--- src/include/osc_tune_pkg.sv ---
// Package with register map, field layout and timing constants of the oscillator tuning block.
package osc_tune_pkg;

  // ****************************************************************
  // Register map
  // ****************************************************************
  localparam logic [11:0] TUNING_OFFSET   = 12'h000;
  localparam logic [11:0] CONTROL_OFFSET  = 12'h004;
  localparam logic [11:0] STATUS_OFFSET   = 12'h008;

  localparam int          TRIM_LSB        = 0;
  localparam int          TRIM_WIDTH      = 6;
  localparam int          SW_PLL_BIT      = 6;
  localparam int          LF_SRC_BIT      = 7;
  localparam logic [7:0]  TUNING_RESET    = 8'h00;

  localparam int          CTRL_CFG_PLL_BIT   = 0;
  localparam int          CTRL_TWO_SPEED_BIT = 1;
  localparam int          CTRL_MODE_LSB      = 2;
  localparam logic [3:0]  CONTROL_RESET      = 4'h0;
  localparam logic [6:0]  TRIM_LEVEL_RESET   = 7'h20;

  // ****************************************************************
  // Oscillator modes and timing
  // ****************************************************************
  localparam logic [1:0]  MODE_LOW_POWER_XTAL  = 2'h0;
  localparam logic [1:0]  MODE_STD_XTAL        = 2'h1;
  localparam logic [1:0]  MODE_HIGH_SPEED_XTAL = 2'h2;
  localparam logic [1:0]  MODE_EXT_CLOCK       = 2'h3;

  localparam int          OST_CYCLES      = 1024;
  localparam int          LF_DIVIDE       = 512;
  localparam int          PLL_FACTOR      = 4;
  localparam logic [2:0]  PLL_BYPASS_MULT = 3'h1;

  typedef struct packed {
    logic       por;
    logic       bor;
    logic       wake;
    logic       osc_enable;
    logic       powerup_timer_expired;
  } startup_events_t;

endpackage

--- src/hdl/osc_tune_and_startup_timer.sv ---
// Oscillator tuning register, low-frequency source select, PLL enable and start-up timer.
`timescale 1ns/10ps
// Behaviour
// Fast oscillator trim is a six-bit two's-complement value, reset to zero.
// Every tuning register write starts moving the fast oscillator to the new trim.
// Execution continues during the frequency move; no flag reports it.
// Trim never touches the slow oscillator or anything timed from it.
// Low source select set gives fast clock divided by 512, clear gives slow oscillator.
// Software PLL enable turns the multiplier on; clearing it turns it off.
// Trim 011111 is fastest; 000000 is the calibrated frequency.
// Trim 100000 is slowest; codes map monotonically low to high.
// Start-up timer expires only after 1024 external oscillator input edges.
// Start-up timer applies only in the three crystal modes.
// While the timer runs on the primary clock, the program counter is held.
// Resets, wake, oscillator enable and power-up expiry each restart the timer.
// A two-speed start-up mode lets code run before the timer expires.
// Configuration PLL enable forces the multiplier on, else software decides.
// The multiplier multiplies its input by four.
module osc_tune_and_startup_timer
  import osc_tune_pkg::*;
#(
  parameter int OST_COUNT = OST_CYCLES
)
(
  input  wire logic        MCLK,
  input  wire logic        SYS_RST,
  input  wire logic        PSEL,
  input  wire logic        PENABLE,
  input  wire logic        PWRITE,
  input  wire logic [11:0] PADDR,
  input  wire logic [31:0] PWDATA,
  input  wire logic [3:0]  PSTRB,
  output logic      [31:0] PRDATA,
  output logic             PREADY,
  output logic             PSLVERR,
  input  wire logic        EXT_OSC_INPUT_PIN,
  input  wire logic        SLOW_OSC_CLK_EN,
  input  wire logic        FAST_OSC_CLK_EN,
  input  wire logic        POR_EVENT,
  input  wire logic        BOR_EVENT,
  input  wire logic        WAKE_EVENT,
  input  wire logic        OSC_ENABLE_EVENT,
  input  wire logic        POWERUP_TIMER_EXPIRED,
  input  wire logic        SYSCLK_IS_PRIMARY,
  output logic [6:0]       FAST_OSC_TRIM_LEVEL,
  output logic             TRIM_UPDATE,
  output logic             LOW_FREQ_CLK_EN,
  output logic             PLL_ENABLE,
  output logic [2:0]       PLL_MULTIPLIER,
  output logic             OST_RUNNING,
  output logic             PC_HOLD
);

  // ****************************************************************
  // Types and state
  // ****************************************************************
  // One-hot codes keep the timer decode to a single bit per state.
  typedef enum logic [1:0]
  {
    TMR_IDLE     = 2'b01,
    TMR_COUNTING = 2'b10
  } tmr_state_t;

  typedef struct packed {
    logic [7:0]  tuning;
    logic [3:0]  control;
    tmr_state_t  tmr;
    logic [10:0] ost_count;
    logic        ost_running;
    logic        ext_prev;
    logic [8:0]  div_count;
    logic [31:0] prdata;
    logic        pready;
    logic        pslverr;
    logic [6:0]  trim_level;
    logic        trim_update;
    logic        low_clk_en;
    logic        pll_en;
    logic [2:0]  pll_mult;
    logic        pc_hold;
  } state_t;

  localparam state_t ST_RESET = '{
    tuning:     TUNING_RESET,
    control:    CONTROL_RESET,
    tmr:        TMR_IDLE,
    trim_level: TRIM_LEVEL_RESET,
    pll_mult:   PLL_BYPASS_MULT,
    default:    '0
  };

  state_t          st;
  state_t          next_st;
  startup_events_t ev;
  logic            setup;
  logic            wr_lane0;
  logic            wr_hit;
  logic [1:0]      mode;
  logic            xtal_mode;
  logic            any_event;
  logic            pin_rise;
  logic            last_edge;
  logic            div_wrap;
  logic [6:0]      new_trim_level;

  // ****************************************************************
  // Decoded conditions
  // ****************************************************************
  assign ev = '{por: POR_EVENT, bor: BOR_EVENT, wake: WAKE_EVENT,
                osc_enable: OSC_ENABLE_EVENT, powerup_timer_expired: POWERUP_TIMER_EXPIRED};
  assign setup = PSEL && !PENABLE;
  assign wr_lane0 = PWRITE && PSTRB[0];
  assign mode = st.control[CTRL_MODE_LSB +: 2];
  assign xtal_mode = (mode == MODE_LOW_POWER_XTAL) || (mode == MODE_STD_XTAL)
                  || (mode == MODE_HIGH_SPEED_XTAL);
  assign any_event = (ev != '0);
  assign pin_rise = EXT_OSC_INPUT_PIN && !st.ext_prev;
  assign last_edge = (st.ost_count == 11'(OST_COUNT - 1));
  assign div_wrap = (st.div_count == 9'(LF_DIVIDE - 1));
  // Offset binary keeps the analog trim ladder monotonic: the sign bit is inverted.
  assign new_trim_level = {1'b0, ~PWDATA[TRIM_LSB + TRIM_WIDTH - 1],
                           PWDATA[TRIM_LSB +: TRIM_WIDTH - 1]};

  always_comb
  begin
    next_st = st;
    next_st.trim_update = 1'b0;
    next_st.pready = 1'b0;
    next_st.pslverr = 1'b0;
    wr_hit = 1'b0;

    // ****************************************************************
    // Register bus
    // ****************************************************************
    // Registers answer one cycle after setup, so every access takes exactly two cycles.
    if (setup)
    begin
      next_st.pready = 1'b1;
      next_st.prdata = 32'h0000_0000;
      if (PADDR == TUNING_OFFSET)
      begin
        next_st.prdata = {24'h00_0000, st.tuning};
        if (wr_lane0)
        begin
          next_st.tuning = PWDATA[7:0];
          wr_hit = 1'b1;
        end
      end
      else if (PADDR == CONTROL_OFFSET)
      begin
        next_st.prdata = {28'h000_0000, st.control};
        if (wr_lane0)
        begin
          next_st.control = PWDATA[3:0];
        end
      end
      else if (PADDR == STATUS_OFFSET)
      begin
        // The status word holds only what hardware sets, so a write to it is refused.
        next_st.prdata = {31'h0000_0000, st.ost_running};
        next_st.pslverr = PWRITE;
      end
      else
      begin
        next_st.pslverr = 1'b1;
      end
    end

    // ****************************************************************
    // Fast oscillator trim
    // ****************************************************************
    // Rewriting the same trim still pulses the update, so the analog slew restarts.
    if (wr_hit)
    begin
      next_st.trim_level = new_trim_level;
      next_st.trim_update = 1'b1;
    end

    // ****************************************************************
    // Low-frequency clock
    // ****************************************************************
    // With the low source select clear the low clock runs from the slow oscillator, untouched by the trim; when set it follows the trimmed fast clock.
    next_st.low_clk_en = 1'b0;
    if (st.tuning[LF_SRC_BIT])
    begin
      if (FAST_OSC_CLK_EN)
      begin
        if (div_wrap)
        begin
          next_st.div_count = 9'h000;
          next_st.low_clk_en = 1'b1;
        end
        else
        begin
          next_st.div_count = st.div_count + 9'h001;
        end
      end
    end
    else
    begin
      next_st.div_count = 9'h000;
      next_st.low_clk_en = SLOW_OSC_CLK_EN;
    end

    // ****************************************************************
    // Frequency multiplier
    // ****************************************************************
    // Nothing here checks that the fast oscillator sits at its 8 MHz setting.
    next_st.pll_en = st.control[CTRL_CFG_PLL_BIT] || st.tuning[SW_PLL_BIT];
    if (next_st.pll_en)
    begin
      next_st.pll_mult = 3'(PLL_FACTOR);
    end
    else
    begin
      next_st.pll_mult = PLL_BYPASS_MULT;
    end

    // ****************************************************************
    // Start-up timer
    // ****************************************************************
    // The pin is sampled, so it must toggle slower than half the block clock.
    next_st.ext_prev = EXT_OSC_INPUT_PIN;
    case (st.tmr)
      TMR_IDLE:
      begin
        if (any_event && xtal_mode)
        begin
          next_st.tmr = TMR_COUNTING;
          next_st.ost_count = 11'h000;
        end
      end
      TMR_COUNTING:
      begin
        if (!xtal_mode)
        begin
          next_st.tmr = TMR_IDLE;
        end
        else if (any_event)
        begin
          next_st.ost_count = 11'h000;
        end
        else if (pin_rise)
        begin
          if (last_edge)
          begin
            next_st.tmr = TMR_IDLE;
          end
          else
          begin
            next_st.ost_count = st.ost_count + 11'h001;
          end
        end
      end
      default:
      begin
        next_st.tmr = TMR_IDLE;
      end
    endcase
    next_st.ost_running = (next_st.tmr == TMR_COUNTING);

    // ****************************************************************
    // Execution hold
    // ****************************************************************
    // Two-speed start-up leaves the timer running but lets code execute meanwhile.
    next_st.pc_hold = next_st.ost_running && SYSCLK_IS_PRIMARY
                   && !st.control[CTRL_TWO_SPEED_BIT];
  end

  // ****************************************************************
  // Registers
  // ****************************************************************
  always_ff @(posedge MCLK)
  begin
    if (SYS_RST)
    begin
      st <= ST_RESET;
    end
    else
    begin
      st <= next_st;
    end
  end

  // ****************************************************************
  // Outputs
  // ****************************************************************
  // Every output is a state flop, so no decode glitch reaches the analog side.
  assign PRDATA = st.prdata;
  assign PREADY = st.pready;
  assign PSLVERR = st.pslverr;
  assign FAST_OSC_TRIM_LEVEL = st.trim_level;
  assign TRIM_UPDATE = st.trim_update;
  assign LOW_FREQ_CLK_EN = st.low_clk_en;
  assign PLL_ENABLE = st.pll_en;
  assign PLL_MULTIPLIER = st.pll_mult;
  assign OST_RUNNING = st.ost_running;
  assign PC_HOLD = st.pc_hold;

endmodule

--- config.mk ---
export PLATFORM = sky130hd
export DESIGN_NAME = osc_tune_and_startup_timer
export DESIGN_NICKNAME = d
export VERILOG_FILES = /design/src/include/osc_tune_pkg.sv /design/src/hdl/osc_tune_and_startup_timer.sv
export SDC_FILE = /design/constraint.sdc
export NUM_CORES = 1
export LEC_CHECK = 0
export ABC_CLOCK_PERIOD_IN_PS = 2000
export CORE_MARGIN = 2
export CORE_UTILIZATION = 50
export CTS_BUF_LIST = sky130_fd_sc_hd__clkbuf_4 sky130_fd_sc_hd__clkbuf_8
export CTS_CLUSTER_SIZE = 30
export DETAILED_ROUTE_END_ITERATION = 16
export DONT_BUFFER_PORTS = 1
export HOLD_SLACK_MARGIN = 0.03
export MAX_ROUTING_LAYER = met4
export PLACE_DENSITY_LB_ADDON = 0.3
export REMOVE_ABC_BUFFERS = 1
export SYNTH_ARGS = -nofsm -noshare
export SYNTH_HDL_FRONTEND = slang
export SYNTH_SLANG_ARGS = --single-unit
--- constraint.sdc ---
create_clock -name MCLK -period 2 [get_ports MCLK]
set_input_delay 0.3 -clock MCLK [delete_from_list [all_inputs] [get_ports MCLK]]
set_output_delay 0.3 -clock MCLK [all_outputs]
set_load 0.01 [all_outputs]
* After elaboration in Yosys (flattened, before gate mapping)
Index checks and enable logic that the tools add are counted.
** Cells by class
- Add/subtract/negate cells :: 2
- Equality and inequality tests :: 13
- Mux-type cells :: 26
- Bitwise gates (word level) :: 4
- Reductions and logical operators :: 21
** Operators by type and width (count)
- 11-bit two-way mux :: 3
- 13-bit two-way mux :: 2
- 11-bit case mux with 2 select lines :: 1
- 12-bit by 3-bit == test with 1-bit output, second input constant :: 1
- 12-bit by 4-bit == test with 1-bit output, second input constant :: 1
- 12-bit logical NOT :: 1
- 11-bit by 1-bit adder with 11-bit output, second input constant :: 1
- 11-bit by 10-bit == test with 1-bit output, second input constant :: 1
- 1-bit two-way mux :: 11
- 9-bit by 1-bit adder with 9-bit output, second input constant :: 1
- 9-bit == test, second input constant :: 1
- 9-bit two-way mux :: 1
- 2-bit two-way mux :: 4
- 8-bit two-way mux :: 1
- 2-bit == test, second input constant :: 3
- 1-bit logical AND :: 6
- 3-bit != test, second input constant :: 2
- 5-bit AND reduction :: 1
- 5-bit nonzero test :: 1
- 2-bit by 1-bit == test with 1-bit output, second input constant :: 2
- 4-bit two-way mux :: 1
- 2-bit != test, second input constant :: 2
- 1-bit NOT :: 4
- 2-bit case mux with 2 select lines :: 1
- 9 further kinds :: 13
** Storage, ports and cells
- Bits in registers :: 59
- Bits of input ports :: 62
- Output and inout port bits :: 49

* Longest topological paths before layout
Gate-level depths: netlist of the first run.
- Word-level depth :: 9
- Depth in mapped cells :: 7
- Gate-level depth less buffers :: 6

* Worst setup path before layout of the first run
OpenSTA, ideal clock, no wires.
- Path type :: register to register
- Start :: register st[70] (netlist bit)
- End :: register st[68] (netlist bit)
- Data arrival time :: 1619 ps
- Data required time :: 1928 ps
- Setup slack :: 309 ps
- Stages on the path, launching flop included :: 8
- Period minus slack after synthesis :: 1691 ps
- Cell sequence :: dfxtp_1 inv_1 ha_1 a21boi_2 nand4b_1 buf_2 nor4_2 mux2i_1
** Between the ends
- Word-level cells in the longest chain between the ends :: 3
- Elaborated cells on any way between the ends :: 9
- Those cells by class :: eq/ne: 6; mux: 1; reduce/logical: 2
** RTL lines
- start, declared :: line osc_tune_and_startup_timer.sv:92 : state_t st;
- start signal, assigned :: line osc_tune_and_startup_timer.sv:281 : st <= next_st;
- 2-bit == test or 2-bit by 1-bit == test with 1-bit output (tied branches) :: line osc_tune_and_startup_timer.sv:224 : case (st.tmr)
- 3-bit != test (no line) (tied with other cells)
- 5-bit AND reduction (no line)
Parallel ways exist; a longest one is shown, timed or not.
A chain may end at the register's enable or synchronous reset.

* Worst setup path in the final report of the first run
- Start :: register st[70] (netlist bit)
- End :: register st[62] (netlist bit)
The elaborated chain is that of the path after synthesis.

==> metrics.md, run 1 <==
| Metric | Value |
|---|---|
| Status | `complete, no violations` |
| Power after layout | `~2.7 mW` |
| Via count | `about 2200` |
| Yosys warns | `0` |
| Worst slack at placement | `0.123 ns` |
| Leak | `1.08 nW` |
| Number of synthesized flops with an enable pin | `0` |
| Fin nets | `386` |
| DRC marker count from the first detailed-route iteration | `166` |
| CTS tree | `yes` |
| Primary FF master, synth | `dfxtp_1` |
| Largest net degree at the start of global routing | `18` |
| Cells after Synth | `331` |
| Crit path time final | `1.89 ns` |
| Max-slew violations | `0` |
| Core ar. | `approximately 5600 sq um` |
| DR pass1 iterations | `5` |
| Half-perimeter wire length after placement | `4020 um` |
| Detail Route Antenna Nets | `0` |
| Max-cap viol count | `0` |
| Placed instance area | `2780 sq um` |
| Synth top area cells | `dfxtp_1 39%, buf_4 11%, mux2i_1 5.8%` |
| Setup TNS Final | `0 ns` |
| Sequential fraction of the synthesis area | `0.387` |
| Total gr overflow | `0` |
| Diodes inserted | `0` |
| Worst path max stage delay | `0.51 ns` |
| Avg Cell Area, Syn | `8.90 sq um` |
| Reg clk slew, reported paths | `0.06 ns` |
| Final Cell Area | `approximately 3000 sq um` |
| Fin cells | `between 300 and 400` |
| Routed length per instance | `14.4 um` |
| Synth top cells by count | `57 x dfxtp_1, 43 x buf_4, 38 x nand2_1` |
| Global-route wire length before repair | `9480 um` |
| Synth Register Bits | `57` |
| Most frequent cell after synthesis | `dfxtp_1` |
| Area growth, synth to finish | `2.80%` |
| Final hold slack | `~0.05 ns` |
| Clk_skew | `0.00846 ns` |
| Crit-path slowest cell | `or4_1` |
| Setup crit end kind | `flip-flop` |
| I/O Pins | `111` |
| Post-route worst setup slack | `approximately 0.11 ns` |
| CP Cell Sequence | `inv_1, ha_2, a21boi_4, nand4b_1, buf_6, or4_1, a21oi_1` |
| CP Launch Type | `flip-flop` |
| Post-Syn Area | `about 3000 sq um` |
| Worst Tran Pin Value | `~0.56 ns` |
| Peak Freq | `about 530 MHz` |
| VDD IR-drop max | `roughly 0.00055 V` |
| Post-DR vias/cell | `5.46` |
| Total Routed Length | `5680 um` |
| Final Cycle Share | `0.946` |
| Kind of critical path | `reg -> reg` |
| Htree depth | `3` |
| Setup violations, final | `0` |
| Max Root-Sink Buffers | `2` |
| Die area | `6520 sq um` |
| Critical path fanouts, max | `14` |
| Starting Density | `0.525` |
| Die Wd | `slightly above 80 um` |
| Synth top area share | `0.387` |
| # rows | `27` |
| CTS sink cnt | `57` |
| DRC violations left | `0` |
| Leading area contributor after synthesis | `dfxtp_1` |
| Power Density | `about 900 nW/um^2` |
| Root Driver | `clkbuf_8` |
| Vias in the first global route | `2026` |
| Util after Layout | `0.540` |
| Global Route Usage Sum | `0.195` |
| Die span in y | `80.8 um` |
| Global placer's final weighted congestion | `about 0.79` |
| Hold Crit Class | `in -> reg` |
| DP Cell Count | `377` |
| IO buf count | `0` |
| Clock Latency Late Sink | `0.33 ns` |
| TritonCTS Buffers | `9` |
| Post-synth ARST share | `0` |
| Layout cell share with drive strength beyond 1 | `0.121` |
| Yosys cell types | `53` |
| Critical Path AT | `2.15 ns` |
| Hold Fails Final Rpt | `0` |
| Worst EP required | `2.26 ns` |
| Initial antenna violation count | `0` |
| Fillers | `530` |
| Max_slew headroom | `0.628` |
report_power, final:
part	leakage, nW	internal (mW)	switching, mW	total (mW)
combinational	0.509	0.126	0.238	0.365
sequential	0.461	1.18	0.0402	1.22
clock	0.106	0.646	0.425	1.07
total	1.08	1.95	0.703	2.65
path summary, 6_finish.rpt:
check,from,cells after the start,slack (ns),to
worst min register to register,st[79],2,0.46,st[79]
worst max register to register,st[70],7,0.11,st[62]
worst max-delay path,st[70],7,0.11,st[62]
worst min-delay path,SYS_RST,1,0.05,PREADY
layer usage:
metal / routed length (um) / vias to the layer above / GRT usage
met5: 0 / - / -
met3: 456 / 4 / 0.0767
met2: 2700 / 69 / 0.303
met4: 42 / 0 / 0.0576
li1: - / 1083 / -
met1: 2490 / 1000 / 0.237
area by class of cell:
| type | instances | area (sq um) | area share |
|---|---|---|---|
| Multi-Input combinational cell | 231 | 1480 | 0.489 |
| Tap cell | 72 | 90.1 | 0.0298 |
| Clock inverter | 3 | 40.0 | 0.0132 |
| Timing Repair Buffer | 9 | 76.3 | 0.0252 |
| Sequential cell | 57 | 1140 | 0.377 |
| Inverter | 11 | 41.3 | 0.0136 |
| Clock buffer | 12 | 159 | 0.0525 |
cell families (layout without fill, tap and decap cells):
kind of cell	Yosys count	after routing	synth area share
and+or+nand+nor	116	116	0.229
buffers and inverters	68	35	0.148
DFF	57	57	0.387
AOI/OAI and AO/OA	56	56	0.119
muxes	21	21	0.0731
xor gates and xnor gates	7	7	0.0208
adders and majority gates	5	5	0.0212
other	1	26	0.00127
registers in the layout, indices dropped and copies added, names as in the netlist:
signal / count
TRIM_UPDATE: 1
st: 33
FAST_OSC_TRIM_LEVEL: 6
PREADY: 1
PLL_MULTIPLIER: 2
PC_HOLD: 1
LOW_FREQ_CLK_EN: 1
PSLVERR: 1
PRDATA: 8
OST_RUNNING: 1
mode: 2
critical path, delay by kind of cell (launching register included):
kind	cells	cell delay, ns
AO/OA/AOI/OAI	2	0.35
adder cells (fa/ha/maj)	1	0.20
buffers and inverters	2	0.27
flip-flops	1	0.34
AND/OR/NAND/NOR	2	0.65
timing repair:
action | in CTS | in global routing
endpoints found under the hold margin | 13 | 0
gates resized for setup | 0 | 5
buffers inserted | 0 | 1
endpoints found under the setup margin | 0 | 6
hold buffers | 2 | 0
cell usage in the layout (no fill, tap or decap), types with 3 or more instances in the layout:
| cell type | Yosys | routed |
|---|---|---|
| o21ai_0 | 13 | 13 |
| nor3_1 | 4 | 4 |
| xnor2_1 | 4 | 4 |
| or4_1 | 7 | 6 |
| nor2_1 | 16 | 16 |
| clkbuf_8 | 0 | 11 |
| nand3_1 | 10 | 10 |
| nand4b_1 | 3 | 3 |
| buf_4 | 43 | 6 |
| a21oi_1 | 20 | 19 |
| mux2i_1 | 17 | 17 |
| mux2_2 | 4 | 4 |
| nand2_1 | 38 | 38 |
| ha_1 | 5 | 4 |
| nand4_1 | 11 | 11 |
| o31ai_1 | 7 | 7 |
| conb_1 | 1 | 26 |
| nand3b_1 | 3 | 3 |
| xor2_1 | 3 | 3 |
| dfxtp_1 | 57 | 57 |
| inv_1 | 11 | 11 |
Power figures use the tool's default switching activity.
==> run 2: changes to the inputs <==
CELL_PAD_IN_SITES_DETAIL_PLACEMENT = 2   (was default)
CELL_PAD_IN_SITES_GLOBAL_PLACEMENT = 2   (was default)
CORE_UTILIZATION = 37   (was 50)
==> run 2 against run 1 <==
First-iteration DRC count decreased by 70%. Critical path depth unchanged. Sequential power about the same. Largest cell class unchanged.
==> metrics.md, run 2 (synthesis gave the netlist of run 1 again) <==
| Metric | Value |
|---|---|
| Worst path max stage delay | `0.51 ns (about the same)` |
| VDD IR-drop max | `0.000377 V (-31%)` |
| Clock Latency Late Sink | `0.34 ns (about the same)` |
| I/O Pins | `111 (unchanged)` |
| Placed instance area | `2860 sq um (+3.0%)` |
| CP Cell Sequence | `inv_1, ha_4, a21boi_4, nand4b_1, buf_4, or4_1, a21oi_1` |
| Total Routed Length | `7420 um (+31%)` |
| Via count | `2272 (+5.4%)` |
| Half-perimeter wire length after placement | `5300 um (+32%)` |
| Crit-path slowest cell | `or4_1` |
| CP Launch Type | `flip-flop` |
| Max-cap viol count | `0 (unchanged)` |
| Worst Tran Pin Value | `0.669 ns (+0.113 ns)` |
| Area growth, synth to finish | `5.65%` |
| Max_slew headroom | `0.552 (-0.0756)` |
| Fin nets | `390 (+1.0%)` |
| CTS tree | `yes` |
| Setup violations, final | `0 (unchanged)` |
| Largest net degree at the start of global routing | `18 (unchanged)` |
| Post-DR vias/cell | `5.28 (-3.2%)` |
| Final Cycle Share | `0.941 (-0.00407)` |
| Setup TNS Final | `0 ns (unchanged)` |
| Max reg flops | `33 (unchanged)` |
| Critical path fanouts, max | `12 (-2)` |
| Commonest non-fill, non-tap cell in the layout | `dfxtp_1` |
| Final hold slack | `0.0512 ns (+0.00256 ns)` |
| Crit path buffers/inverters | `2 (unchanged)` |
| Hold Crit Class | `in -> reg` |
| Worst EP required | `2.26 ns (about the same)` |
| Global placer's final weighted congestion | `0.848 (+7.4%)` |
| Leak | `1.09 nW (+1.6%)` |
| Reg2reg end | `st[66]` |
| Starting Density | `0.381 (-0.144)` |
| Detail Route Antenna Nets | `0 (unchanged)` |
| Peak Freq | `531 MHz (+0.43%)` |
| Crit-path leading delay family | `simple AND/OR/NAND/NOR gates` |
| DRC marker count from the first detailed-route iteration | `49 (-70%)` |
| Reg-to-reg startpoint | `st[70]` |
| Routed length per instance | `17.3 um (+20%)` |
| Die Wd | `93.2 um (+15%)` |
| Layout cell share with drive strength beyond 1 | `0.131 (+0.0104)` |
| Clk_skew | `0.00939 ns (+0.000934 ns)` |
| TritonCTS Buffers | `9 (unchanged)` |
| Reg clk slew, reported paths | `0.07 ns (about the same)` |
| Root Driver | `clkbuf_8` |
| Die area | `8690 sq um (+33%)` |
| Worst Hold Depth | `1 (unchanged)` |
| Core ar. | `7730 sq um (+38%)` |
| Die span in y | `93.2 um (+15%)` |
| Global Route Usage Sum | `0.188 (-0.00744)` |
| Worst Hold End | `TRIM_UPDATE` |
| Final Cell Area | `3110 sq um (+2.8%)` |
| IO buf count | `0 (unchanged)` |
| Kind of critical path | `reg -> reg` |
| DR pass1 iterations | `4 (-1)` |
| DRC violations left | `0 (unchanged)` |
| Crit path time final | `1.88 ns (-0.00814 ns)` |
| CTS sink cnt | `57 (unchanged)` |
| Max-slew violations | `0 (unchanged)` |
| Min-delay src | `SYS_RST` |
| Postcts setup bufs | `0 (unchanged)` |
| Max Root-Sink Buffers | `2 (unchanged)` |
| Setup crit end kind | `flip-flop` |
| Critical Path AT | `2.14 ns (about the same)` |
| Reg2Reg Depth | `7 (unchanged)` |
| Most frequent cells in the layout | `57 x dfxtp_1, 38 x nand2_1, 26 x conb_1` |
| # rows | `32 (+19%)` |
| Global-route wire length before repair | `12400 um (+31%)` |
| Hold Fails Final Rpt | `0 (unchanged)` |
| Register-to-register setup slack | `0.12 ns (about the same)` |
| Diodes inserted | `0 (unchanged)` |
| Util after Layout | `0.403 (-0.137)` |
| Htree depth | `3 (unchanged)` |
| Status | `complete, no violations` |
| Power Density | `899 nW/um^2 (+2.7%)` |
| Total gr overflow | `0 (unchanged)` |
| Initial antenna violation count | `0 (unchanged)` |
| Vias in the first global route | `2381 (+18%)` |
| Reg with most FFs | `st` |
==> run 2: cell count changes in the layout (fill, tap and decap cells not counted) <==
cell           before  now
ha_4                0    1
or4_1               6    7
clkinv_4            0    1
a21oi_1            19   20
or4_4               1    0
a21oi_2             1    0
buf_6               1    0
nor4_4              2    3
ha_2                1    0
clkinvlp_4          0    1
clkinv_2            2    1
dlygate4sd3_1       2    1
buf_4               6   12
nor4_2              2    1
==> run 2: worst max path at each step <==
stage | startpoint | end | slack [ns] | depth (start not counted)
2_1_floorplan | st[70] | st[62] | 0.04 | 6
3_3_place_gp | st[70] | st[68] | 0.16 | 8
3_5_place_dp | st[70] | st[65] | 0.11 | 7
4_1_cts | st[70] | st[68] | 0.03 | 8
5_1_grt | st[70] | st[68] | -0.007 | 8
6_report | st[70] | st[66] | 0.12 | 7
==> run 2: metal layers <==
metal | vias up | routed length [um] | track usage
met1 | 1127 | 3220 | 0.223
met5 | - | 0 | -
met2 | 54 | 3710 | 0.303
met3 | 6 | 455 | 0.0629
met4 | 0 | 32 | 0.0576
li1 | 1085 | - | -
==> run 2: worst register-to-register path, cell delays in order (launching register included) <==
cell	delay [ns]
dfxtp_1	0.31
inv_1	0.14
ha_4	0.18
a21boi_4	0.20
nand4b_1	0.11
buf_4	0.18
or4_1	0.51
a21oi_1	0.16
==> run 2: final cells by class <==
type	instances	area, sq um
well taps	102	128
clock buffers	12	159
multi-input cells	231	1490
inverters	11	41.3
fillers	889	4620
repair buffers	13	100
flip-flops and latches	57	1140
clock inverters	4	51.3
==> run 2: stage by stage <==
step / cells / power [mW] / worst slack [ns]
3_3_place_gp: 413 / 1.62 / 0.163
3_5_place_dp: 413 / 1.64 / 0.110
6_report: 430 / 2.80 / 0.117
4_1_cts: 430 / 2.81 / 0.0276
2_1_floorplan: 299 / 1.50 / 0.0402
5_1_grt: 430 / 2.95 / -0.00739
==> run 2: report_power, final <==
part	internal [mW]	switching, mW	total (mW)
clock network	0.657	0.480	1.14
logic	0.163	0.279	0.442
registers	1.17	0.0442	1.22
total	1.99	0.804	2.80
==> run 2: what timing repair did <==
item	CTS	global route
hold endpoints to repair	14	0
hold buffers	1	0
endpoints found under the setup margin	0	9
resized for setup	0	4
